**config.mk**
```make
export PLATFORM = sky130hd
export DESIGN_NAME = servo_monitor_display
export DESIGN_NICKNAME = d
export VERILOG_FILES = /design/src/monitor_pkg.sv /design/src/servo_monitor_display.sv
export SDC_FILE = /design/constraint.sdc
export NUM_CORES = 1
export LEC_CHECK = 0
export ABC_AREA = 1
export BUFFER_PORTS_ARGS = -buffer_cell sky130_fd_sc_hd__buf_2
export CAP_MARGIN = 20
export CORE_MARGIN = 1
export CORE_UTILIZATION = 54
export DETAILED_ROUTE_END_ITERATION = 6
export GPL_ROUTABILITY_DRIVEN = 0
export GPL_TIMING_DRIVEN = 0
export HOLD_SLACK_MARGIN = 0.08
export PLACE_DENSITY = 0.82
export REMOVE_ABC_BUFFERS = 1
export SETUP_SLACK_MARGIN = 0.15
export SYNTH_ARGS = -nofsm -noshare
export SYNTH_HDL_FRONTEND = slang
export SYNTH_SLANG_ARGS = --single-unit
```
**constraint.sdc**
```tcl
create_clock -name clk -period 8.6 [get_ports clk]
set_input_delay 1.29 -clock clk [delete_from_list [all_inputs] [get_ports clk]]
set_output_delay 1.29 -clock clk [all_outputs]
set_load 0.02 [all_outputs]
```
**src/monitor_pkg.sv**
```systemverilog
`timescale 1ns/1ns
package monitor_pkg;

   localparam int unsigned CLK_PERIOD_NS = 10;
   localparam int unsigned HOLD_TIME_MS  = 1000;
   localparam int unsigned LOAD_CYCLE_S  = 10;
   localparam longint unsigned HOLD_CYCLES =
      (64'd1000000 * HOLD_TIME_MS + CLK_PERIOD_NS - 1) / CLK_PERIOD_NS;
   localparam longint unsigned LOAD_CYCLES =
      (64'd1000000000 * LOAD_CYCLE_S) / CLK_PERIOD_NS;

   localparam logic [3:0]  ITEM_ACTUAL_SPEED   = 4'h0;
   localparam logic [3:0]  ITEM_SPEED_REF      = 4'h1;
   localparam logic [3:0]  ITEM_TORQUE_REF     = 4'h2;
   localparam logic [3:0]  ITEM_ANGLE1         = 4'h3;
   localparam logic [3:0]  ITEM_ANGLE2         = 4'h4;
   localparam logic [3:0]  ITEM_INPUT_MON      = 4'h5;
   localparam logic [3:0]  ITEM_OUTPUT_MON     = 4'h6;
   localparam logic [3:0]  ITEM_REF_PULSE_SPD  = 4'h7;
   localparam logic [3:0]  ITEM_POS_ERROR      = 4'h8;
   localparam logic [3:0]  ITEM_LOAD_RATE      = 4'h9;
   localparam logic [3:0]  ITEM_REGEN_RATE     = 4'hA;
   localparam logic [3:0]  ITEM_BRAKING_POWER  = 4'hB;
   localparam logic [3:0]  ITEM_REF_PULSE_CNT  = 4'hC;
   localparam logic [3:0]  ITEM_FB_PULSE_CNT   = 4'hD;
   localparam logic [3:0]  ITEM_LAST           = 4'hD;
   localparam logic [3:0]  ITEM_RESET          = 4'h0;

   localparam logic [1:0]  CTRL_SPEED          = 2'h0;
   localparam logic [1:0]  CTRL_POSITION       = 2'h1;
   localparam logic [1:0]  CTRL_TORQUE         = 2'h2;

   localparam logic [1:0]  FMT_DECIMAL         = 2'h0;
   localparam logic [1:0]  FMT_HEX             = 2'h1;
   localparam logic [1:0]  FMT_SEGMENTS        = 2'h2;

   localparam logic [17:0] FB_COUNTS_16BIT_ENC = 18'h10000;
   localparam logic [17:0] FB_COUNTS_17BIT_ENC = 18'h1FFFF;

   localparam logic [31:0] COUNT_RESET         = 32'h0000_0000;
   localparam logic [15:0] VALUE_RESET         = 16'h0000;

   typedef enum logic [1:0] {
      ST_OFF  = 2'b00,
      ST_ITEM = 2'b01,
      ST_DATA = 2'b11
   } panel_state_t;

endpackage : monitor_pkg

module pulse_counter
   import monitor_pkg::*;
(
   input  wire logic        clk,
   input  wire logic        rst,
   input  wire logic        clk_en,
   input  wire logic        count_up,
   input  wire logic        count_down,
   input  wire logic        clear,
   output logic [31:0]      count
);
   logic [31:0] count_reg;
   logic [31:0] count_next;

   always_comb begin
      count_next = count_reg;
      if (clear) begin
         // Whole word cleared at once so halves never disagree
         count_next = COUNT_RESET;
      end else if (count_up && !count_down) begin
         count_next = count_reg + 32'h0000_0001;
      end else if (count_down && !count_up) begin
         count_next = count_reg - 32'h0000_0001;
      end
   end

   always_ff @(posedge clk or posedge rst) begin
      if (rst) begin
         count_reg <= COUNT_RESET;
      end else if (clk_en) begin
         count_reg <= count_next;
      end
   end

   assign count = count_reg;

endmodule : pulse_counter

```
**src/servo_monitor_display.sv**
```systemverilog
`timescale 1ns/1ns
module servo_monitor_display
   import monitor_pkg::*;
#(
   parameter longint unsigned HOLD_COUNT = HOLD_CYCLES,
   parameter longint unsigned LOAD_COUNT = LOAD_CYCLES
)
(
   input  wire logic        clk,
   input  wire logic        rst,
   input  wire logic        clk_en,
   input  wire logic        mode_select_key,
   input  wire logic        key_up,
   input  wire logic        key_down,
   input  wire logic        key_enter,
   input  wire logic        key_shift,
   input  wire logic [1:0]  ctrl_mode,
   input  wire logic        encoder_17bit,
   input  wire logic [15:0] actual_speed,
   input  wire logic [15:0] speed_reference,
   input  wire logic [15:0] torque_ref_pct,
   input  wire logic [15:0] angle1_pulses,
   input  wire logic [15:0] angle2_deg,
   input  wire logic [15:0] ref_pulse_speed,
   input  wire logic [15:0] position_error,
   input  wire logic [15:0] load_rate_pct,
   input  wire logic [15:0] regen_rate_pct,
   input  wire logic [15:0] dynamic_braking_pct,
   input  wire logic [7:0]  input_terminals,
   input  wire logic [6:0]  output_conducting,
   input  wire logic        ref_pulse_fwd,
   input  wire logic        ref_pulse_rev,
   input  wire logic        fb_pulse_fwd,
   input  wire logic        fb_pulse_rev,
   output logic             monitor_active,
   output logic             show_data,
   output logic [3:0]       item_number,
   output logic [15:0]      display_value,
   output logic [1:0]       display_format,
   output logic             display_lower_half,
   output logic             display_valid,
   output logic [7:0]       segment_top,
   output logic [7:0]       segment_bottom,
   output logic [17:0]      fb_counts_per_rev
);

   // Keys and terminals come from pins: two stages before any use
   logic [12:0] pin_meta_reg, pin_sync_reg, pin_prev_reg;
   logic [12:0] pin_raw, pin_rise;

   assign pin_raw = {input_terminals, key_shift, key_enter, key_down,
                     key_up, mode_select_key};

   always_ff @(posedge clk or posedge rst) begin
      if (rst) begin
         pin_meta_reg <= 13'h0000;
         pin_sync_reg <= 13'h0000;
         pin_prev_reg <= 13'h0000;
      end else if (clk_en) begin
         pin_meta_reg <= pin_raw;
         pin_sync_reg <= pin_meta_reg;
         pin_prev_reg <= pin_sync_reg;
      end
   end

   assign pin_rise = pin_sync_reg & ~pin_prev_reg;

   logic       up_held, down_held, shift_held;
   logic       mode_press, up_press, down_press, enter_press;
   logic [7:0] in_closed;

   assign mode_press  = pin_rise[0];
   assign up_held     = pin_sync_reg[1];
   assign down_held   = pin_sync_reg[2];
   assign shift_held  = pin_sync_reg[4];
   assign up_press    = pin_rise[1];
   assign down_press  = pin_rise[2];
   assign enter_press = pin_rise[3];
   assign in_closed   = pin_sync_reg[12:5];

   // Shift hold timer; fires once per hold so a long press is one confirm
   logic [31:0] hold_cnt_reg, hold_cnt_next;
   logic        hold_fire;

   always_comb begin
      hold_cnt_next = 32'h0000_0000;
      hold_fire     = 1'b0;
      if (shift_held) begin
         if (hold_cnt_reg == HOLD_COUNT[31:0] - 32'h0000_0001) begin
            hold_fire     = 1'b1;
            hold_cnt_next = HOLD_COUNT[31:0];
         end else if (hold_cnt_reg == HOLD_COUNT[31:0]) begin
            hold_cnt_next = hold_cnt_reg;
         end else begin
            hold_cnt_next = hold_cnt_reg + 32'h0000_0001;
         end
      end
   end

   always_ff @(posedge clk or posedge rst) begin
      if (rst) begin
         hold_cnt_reg <= 32'h0000_0000;
      end else if (clk_en) begin
         hold_cnt_reg <= hold_cnt_next;
      end
   end

   // Panel sequencer
   panel_state_t state_reg, state_next;
   logic [3:0]   item_reg, item_next;
   logic         lower_reg, lower_next;
   logic         confirm, both_keys, counter_item;
   logic         clear_ref, clear_fb;

   assign confirm      = enter_press || hold_fire;
   assign both_keys    = up_held && down_held && (up_press || down_press);
   assign counter_item = (item_reg == ITEM_REF_PULSE_CNT) ||
                         (item_reg == ITEM_FB_PULSE_CNT);

   always_comb begin
      state_next = state_reg;
      item_next  = item_reg;
      lower_next = lower_reg;
      clear_ref  = 1'b0;
      clear_fb   = 1'b0;
      case (state_reg)
         ST_OFF: begin
            if (mode_press) begin
               state_next = ST_ITEM;
            end
         end
         ST_ITEM: begin
            if (mode_press) begin
               state_next = ST_OFF;
            end else if (confirm) begin
               state_next = ST_DATA;
               lower_next = 1'b0;
            end else if (up_press && !down_held) begin
               item_next = (item_reg == ITEM_LAST) ? ITEM_RESET
                                                   : item_reg + 4'h1;
            end else if (down_press && !up_held) begin
               item_next = (item_reg == ITEM_RESET) ? ITEM_LAST
                                                    : item_reg - 4'h1;
            end
         end
         ST_DATA: begin
            if (mode_press) begin
               state_next = ST_OFF;
            end else if (confirm) begin
               state_next = ST_ITEM;
            end else if (counter_item && lower_reg && both_keys) begin
               clear_ref = (item_reg == ITEM_REF_PULSE_CNT);
               clear_fb  = (item_reg == ITEM_FB_PULSE_CNT);
            end else if (counter_item && (up_press || down_press)) begin
               lower_next = 1'b1;
            end
         end
         default: begin
            state_next = ST_OFF;
         end
      endcase
   end

   always_ff @(posedge clk or posedge rst) begin
      if (rst) begin
         state_reg <= ST_OFF;
         item_reg  <= ITEM_RESET;
         lower_reg <= 1'b0;
      end else if (clk_en) begin
         state_reg <= state_next;
         item_reg  <= item_next;
         lower_reg <= lower_next;
      end
   end

   logic [31:0] ref_count, fb_count;

   pulse_counter u_ref_counter (
      .clk        (clk),
      .rst        (rst),
      .clk_en     (clk_en),
      .count_up   (ref_pulse_fwd),
      .count_down (ref_pulse_rev),
      .clear      (clear_ref),
      .count      (ref_count)
   );

   // Feedback strobes arrive at four per encoder line (quadrature edges)
   pulse_counter u_fb_counter (
      .clk        (clk),
      .rst        (rst),
      .clk_en     (clk_en),
      .count_up   (fb_pulse_fwd),
      .count_down (fb_pulse_rev),
      .clear      (clear_fb),
      .count      (fb_count)
   );

   // Load figures are taken once per 10 s window so the panel reads steady
   logic [31:0] load_cnt_reg, load_cnt_next;
   logic [47:0] load_hold_reg, load_hold_next;

   always_comb begin
      load_cnt_next  = load_cnt_reg + 32'h0000_0001;
      load_hold_next = load_hold_reg;
      if (load_cnt_reg == LOAD_COUNT[31:0] - 32'h0000_0001) begin
         load_cnt_next  = 32'h0000_0000;
         load_hold_next = {dynamic_braking_pct, regen_rate_pct,
                           load_rate_pct};
      end
   end

   always_ff @(posedge clk or posedge rst) begin
      if (rst) begin
         load_cnt_reg  <= 32'h0000_0000;
         load_hold_reg <= 48'h0000_0000_0000;
      end else if (clk_en) begin
         load_cnt_reg  <= load_cnt_next;
         load_hold_reg <= load_hold_next;
      end
   end

   // Display path, refreshed every cycle that clk_en is high, whatever the motor is doing
   logic [15:0] value_next, value_reg;
   logic [1:0]  format_next, format_reg;
   logic        valid_next, valid_reg;
   logic [7:0]  top_next, top_reg;
   logic [7:0]  bottom_next, bottom_reg;
   logic [31:0] count_sel;
   logic        pos_mode;

   assign pos_mode  = (ctrl_mode == CTRL_POSITION);
   assign count_sel = (item_reg == ITEM_REF_PULSE_CNT) ? ref_count
                                                       : fb_count;

   always_comb begin
      value_next  = VALUE_RESET;
      format_next = FMT_DECIMAL;
      valid_next  = 1'b1;
      top_next    = 8'h00;
      bottom_next = 8'h00;
      case (item_reg)
         ITEM_ACTUAL_SPEED:  value_next = actual_speed;
         ITEM_SPEED_REF: begin
            value_next = speed_reference;
            valid_next = (ctrl_mode == CTRL_SPEED);
         end
         ITEM_TORQUE_REF:    value_next = torque_ref_pct;
         ITEM_ANGLE1:        value_next = angle1_pulses;
         ITEM_ANGLE2:        value_next = angle2_deg;
         ITEM_INPUT_MON: begin
            format_next = FMT_SEGMENTS;
            top_next    = ~in_closed;
            bottom_next = in_closed;
         end
         ITEM_OUTPUT_MON: begin
            // Conducting output pulls its line low, which lights bottom
            format_next = FMT_SEGMENTS;
            top_next    = {1'b0, ~output_conducting};
            bottom_next = {1'b0, output_conducting};
         end
         ITEM_REF_PULSE_SPD: begin
            value_next = ref_pulse_speed;
            valid_next = pos_mode;
         end
         ITEM_POS_ERROR: begin
            value_next = position_error;
            valid_next = pos_mode;
         end
         ITEM_LOAD_RATE:     value_next = load_hold_reg[15:0];
         ITEM_REGEN_RATE:    value_next = load_hold_reg[31:16];
         ITEM_BRAKING_POWER: value_next = load_hold_reg[47:32];
         ITEM_REF_PULSE_CNT, ITEM_FB_PULSE_CNT: begin
            format_next = FMT_HEX;
            value_next  = lower_reg ? count_sel[15:0]
                                    : count_sel[31:16];
            valid_next  = (item_reg == ITEM_FB_PULSE_CNT) || pos_mode;
         end
         default: valid_next = 1'b0;
      endcase
   end

   always_ff @(posedge clk or posedge rst) begin
      if (rst) begin
         value_reg  <= VALUE_RESET;
         format_reg <= FMT_DECIMAL;
         valid_reg  <= 1'b0;
         top_reg    <= 8'h00;
         bottom_reg <= 8'h00;
      end else if (clk_en) begin
         value_reg  <= value_next;
         format_reg <= format_next;
         valid_reg  <= valid_next;
         top_reg    <= top_next;
         bottom_reg <= bottom_next;
      end
   end

   assign monitor_active     = (state_reg != ST_OFF);
   assign show_data          = (state_reg == ST_DATA);
   assign item_number        = item_reg;
   assign display_value      = value_reg;
   assign display_format     = format_reg;
   assign display_lower_half = lower_reg;
   assign display_valid      = valid_reg;
   assign segment_top        = top_reg;
   assign segment_bottom     = bottom_reg;
   assign fb_counts_per_rev  = encoder_17bit ? FB_COUNTS_17BIT_ENC
                                             : FB_COUNTS_16BIT_ENC;

endmodule : servo_monitor_display

```
### After elaboration in Yosys (flattened, before gate mapping)

Index checks and enable logic that the tools add are counted.

* flip-flop bits (word level): 248
* latch bits: 0
* memory bits (writable): 0
* ROM bits: 0
* input port bits: 190
* output and inout bits: 60
* word-level logic and storage cells: 144
* memories kept: 0

* $add $sub $neg: 8
* multiply operators: 0
* div/mod/pow operators: 0
* $lt $le $gt $ge: 0
* equal/unequal tests: 29
* shift operators: 0
* mux-type cells: 45
* bitwise logic cells: 6
* reduce and logical (&&, ||, !) cells: 40

Operators by type and width (number)
* two-way mux 32 bit: 11
* one-hot mux 16 bit (11 select lines): 1
* adder 32 x 1 -> 32 bit (second input constant): 4
* equality test 32 x 27 -> 1 bit (second input constant): 2
* subtractor 32 x 1 -> 32 bit (second input constant): 2
* equality test 32 x 30 -> 1 bit (second input constant): 1
* two-way mux 16 bit: 2
* one-hot mux 8 bit (2 select lines): 2
* equality test 4 bit (second input constant): 6
* equality test 4 x 3 -> 1 bit (second input constant): 4
* two-way mux 1 bit: 16
* two-way mux 4 bit: 4
* != test 2 bit (second input constant): 6
* logical AND 1 bit: 11
* two-way mux 2 bit: 5
* OR reduction 9 bit: 1
* equality test 4 x 2 -> 1 bit (second input constant): 2
* NOT 8 bit: 1
* AND reduction 2 bit: 4
* AND reduction 8 bit: 1
* NOT 7 bit: 1
* zero test 1 bit: 6
* != test 3 bit (second input constant): 2
* one-hot mux 2 bit (3 select lines): 1
* other kinds (21): 32

### Depth between registers and ports, before layout

* word-level depth: 11
* gate-level depth with buffers: 18
* gate-level depth less buffers: 18

### Modules after synthesis

A second synthesis with hierarchy kept.

* cells, all modules: 3003
* area total of the unflattened synthesis: 18785.5 um2

By module, submodules not included
* servo_monitor_display: instances 1, cells each 1732, area each 11412.2 um2, sequential area each 4604.4 um2
* pulse_counter at u_fb_counter: instances 1, cells each 637, area each 3692.3 um2, sequential area each 800.8 um2
* pulse_counter at u_ref_counter: instances 1, cells each 634, area each 3681.0 um2, sequential area each 800.8 um2

### Worst setup path after synthesis

No wires, ideal clock.

* path type: input -> register
* start: input port ref_pulse_fwd
* end: register u_ref_counter.count_reg[31], in the netlist u_ref_counter.count[31]
* library setup time: 0.116 ns
* arrival: 3.363 ns
* required time: 8.484 ns
* slack: 5.121 ns
* stages on the path: 16
* path buffers: 0
* path through: inv_1 nor2_1 inv_1 ha_1 nand2_1 nor2_1 inv_1 nor3_1 and2_1 nand2_1 nand2_1 nand2_1 nand2_1 inv_1 nand2_1 nand2_1

* cells in the longest elaborated chain, start to end: 4
* elaborated cells on any way between the ends: 7
* those cells by class: mux (2); reduce/logical (5)

RTL lines
* from (decl): RTL line servo_monitor_display.sv:31 `input wire logic ref_pulse_fwd,`
* zero test 1 bit: RTL line monitor_pkg.sv:72 `end else if (count_down && !count_up) begin`
* logical AND 1 bit: RTL line monitor_pkg.sv:72
* nonzero test 3 bit (no source line)
* AND reduction 2 bit (no source line)
* to (signal assigned): RTL line monitor_pkg.sv:81 `count_reg <= count_next;`
* to (decl): RTL line monitor_pkg.sv:62 `logic [31:0] count_reg;`

Several ways; a longest one is shown, not always the timed one.
A chain may end at the register's enable or synchronous reset.

### Worst setup path after layout

* start: input port ref_pulse_fwd
* end: register u_ref_counter.count_reg[23], in the netlist u_ref_counter.count[23]

The elaborated chain is that of the path after synthesis.

==> metrics <==
ys flop type=dfrtp_1; worst-margin pin slew=997 ps; Setup Buffers After CTS=0; worst hold path class=flip-flop to flip-flop; Clock Sinks=248; most frequent cells in the layout=nand2_1, inv_1, dfrtp_1, buf_2, nor2_1; Routed Antenna Nets=0; CP Launch Type=input pin; Cell variety after synth=48; Mapped Area=18400 um2; Max Root-Sink Buffers=3; first-pass GRT wire length=90800 um; most common cell after layout, fill and taps aside=nand2_1; R2R cell count=9; Reg area=6210 um2; final period demand of the worst path=3450 ps; Yosys reg bits=248; Max Fclk=290 MHz; Compound-Gate Fraction of Synth Area=0.0607; final setup violation count=0; die area=34800 um2; power per cell area=303 nW/um2; DRC Markers=2; Synth Area in Simple Gates=0.418; initial antenna violation count=1; largest family of logic cells by synthesized area=simple AND/OR/NAND/NOR gates; Hold Crit Depth=1; multiplexer area fraction after synthesis=0; cells along the critical path=buf_2 -> inv_1 -> nor2_1 -> inv_1 -> buf_16 -> ha_1 -> nand2_1 -> nor2_1 -> inv_1 -> nor3_1 -> nand3_1 -> nand3_1 -> nand2_1 -> nand2_1 -> inv_1 -> nand2_1 -> nand2_1; via count=19600; Clk pin slew, worst setup/hold paths=60 ps; Slew headroom=0.334; estimated wirelength of the detail-placed design=40800 um; drt pass-1 iters=7; post-DR wirelength/cell=15.8 um; Post-Synthesis Cells=2899; gr ovfl total=0; gr usage total=0.315; WL final=55900 um; CTS H-tree lvls=1; sequential area share after synthesis=0.337; Slew Limit Fails=0; slowest cell delay on critical path=380 ps; Max-Cap Viols=0; Area after DPL=19700 um2; Post-synth ARST share=1.00; Crit path required time=9060 ps; xor/xnor share of the synthesized area=0.0285; Die Wd=187 um; cell area after layout=20700 um2; Post-CTS Hold Fix Bufs=0; Final Hold Fails=0; Core Area=33500 um2; CTS tree=built; failing checks=DRC; die height=187 um; Filler cells=3047; CP most frequent cell=nand2_1; critical path arrival=3910 ps; Nets=3344; # resized after CTS=0; Crit. End Element=flip-flop; unrepaired setup endpoints after global routing=no; peak supply drop=0.184 mV; Post-synth EDFFs=0; status=finished, violations left; initial core utilization=0.549; Vias/cell=5.54; total chip power=6290 uW; largest net degree at the start of global routing=127; CP Max Fanout=22; Slowest-stage cell, CP=ha_1; FP Rows=67; Clock Latency Late Sink=570 ps; CTS root buf=clkbuf_16; yosys synthesis warning count=0; CTS buffer count=28; final clock skew=12.0 ps; footprint of the multi-input gates=10300 um2; IO Pins=250; DRT iter0 DRCs=1875; share of cells above drive strength 1=0.114; leak pwr=0.0115 uW; Adder-Cell Fraction of Synth Area=0.0545; P&R area growth vs syn=12.7%; fin crit share=0.401; Port Buffers=230; Mapped Avg Cell Area=6.35 um2; max FFs per register=48; vias in the first global route=18700; CP Class=input pin to flip-flop
==> worst max-delay path, delay by kind of cell <==
| kind | cells | cell delay (ps) |
|---|---|---|
| adder cells (fa/ha/maj) | 1 | 380 |
| buffers and inverters | 6 | 970 |
| AND/OR/NAND/NOR | 10 | 1250 |
==> per-stage QoR <==
| step | setup TNS, ps | hold slack (ps) | worst slack (ps) | util | cells |
|---|---|---|---|---|---|
| 6_report | 0 | 471 | 5150 | 0.619 | 3545 |
| 5_1_grt | 0 | 493 | 4860 | 0.619 | 3545 |
| 4_1_cts | 0 | 475 | 5230 | 0.619 | 3544 |
| 3_5_place_dp | 0 | 460 | 4640 | 0.589 | 3493 |
| 3_3_place_gp | -573820 | 445 | -2350 | 0.584 | 3487 |
| 2_1_floorplan | 0 | 433 | 495 | - | 2809 |
==> synthesized netlist by cell type, types with 31 or more instances <==
library cell / count / area share
a21oi_1: 75 / 0.020
dfrtp_1: 248 / 0.34
ha_1: 77 / 0.052
inv_1: 325 / 0.066
nand2_1: 1295 / 0.26
nand3_1: 177 / 0.048
nand4_1: 69 / 0.023
nor2_1: 221 / 0.045
nor3_1: 46 / 0.013
o21ai_0: 50 / 0.014
o21ai_1: 31 / 0.0084
xor2_1: 52 / 0.025
==> layout make-up <==
class,instances,share of cell area
Multi-Input combinational cell,2210,0.499
Timing Repair Buffer,236,0.0628
Sequential cell,248,0.299
Clock buffer,35,0.0380
Antenna cell,1,0.000121
Clock inverter,16,0.0102
Inverter,351,0.0639
Tap cell,448,0.0270
==> final timing paths <==
check / end / start / slack (ps)
min reg2reg: segment_top[7] / pin_sync_reg[12] / 470
max in group asynchronous: u_fb_counter.count[27] / rst / 6550
max reg2reg: display_value[14] / item_number[1] / 5550
max: u_ref_counter.count[23] / ref_pulse_fwd / 5150
min in group asynchronous: load_cnt_reg[17] / rst / 910
min: segment_top[7] / pin_sync_reg[12] / 470
==> power breakdown <==
part	switching, uW	leakage, uW	internal [uW]	total [uW]
Combinational	2180	0.00776	1090	3270
Sequential	301	0.00322	1420	1720
Clock	534	0.000486	775	1310
Total	3010	0.0115	3280	6290
==> metal layers <==
layer	up-vias	part of all wire	GRT usage	routed length, um
li1	9430	-	-	-
met1	9067	0.41	0.400	22700
met2	943	0.47	0.528	26300
met3	196	0.078	0.0517	4370
met4	0	0.044	0.140	2450
met5	-	0	0	0
==> cell families (layout without fill, tap and decap cells) <==
logic type                 Yosys count  count (layout)
AOI/OAI and AO/OA                  202             202
xor gates and xnor gates            60              60
adders and majority gates           79              79
buffers and inverters              441             638
DFF                                248             248
other                                2               3
and+or+nand+nor                   1867            1867
(Power assumes the default switching activity.)
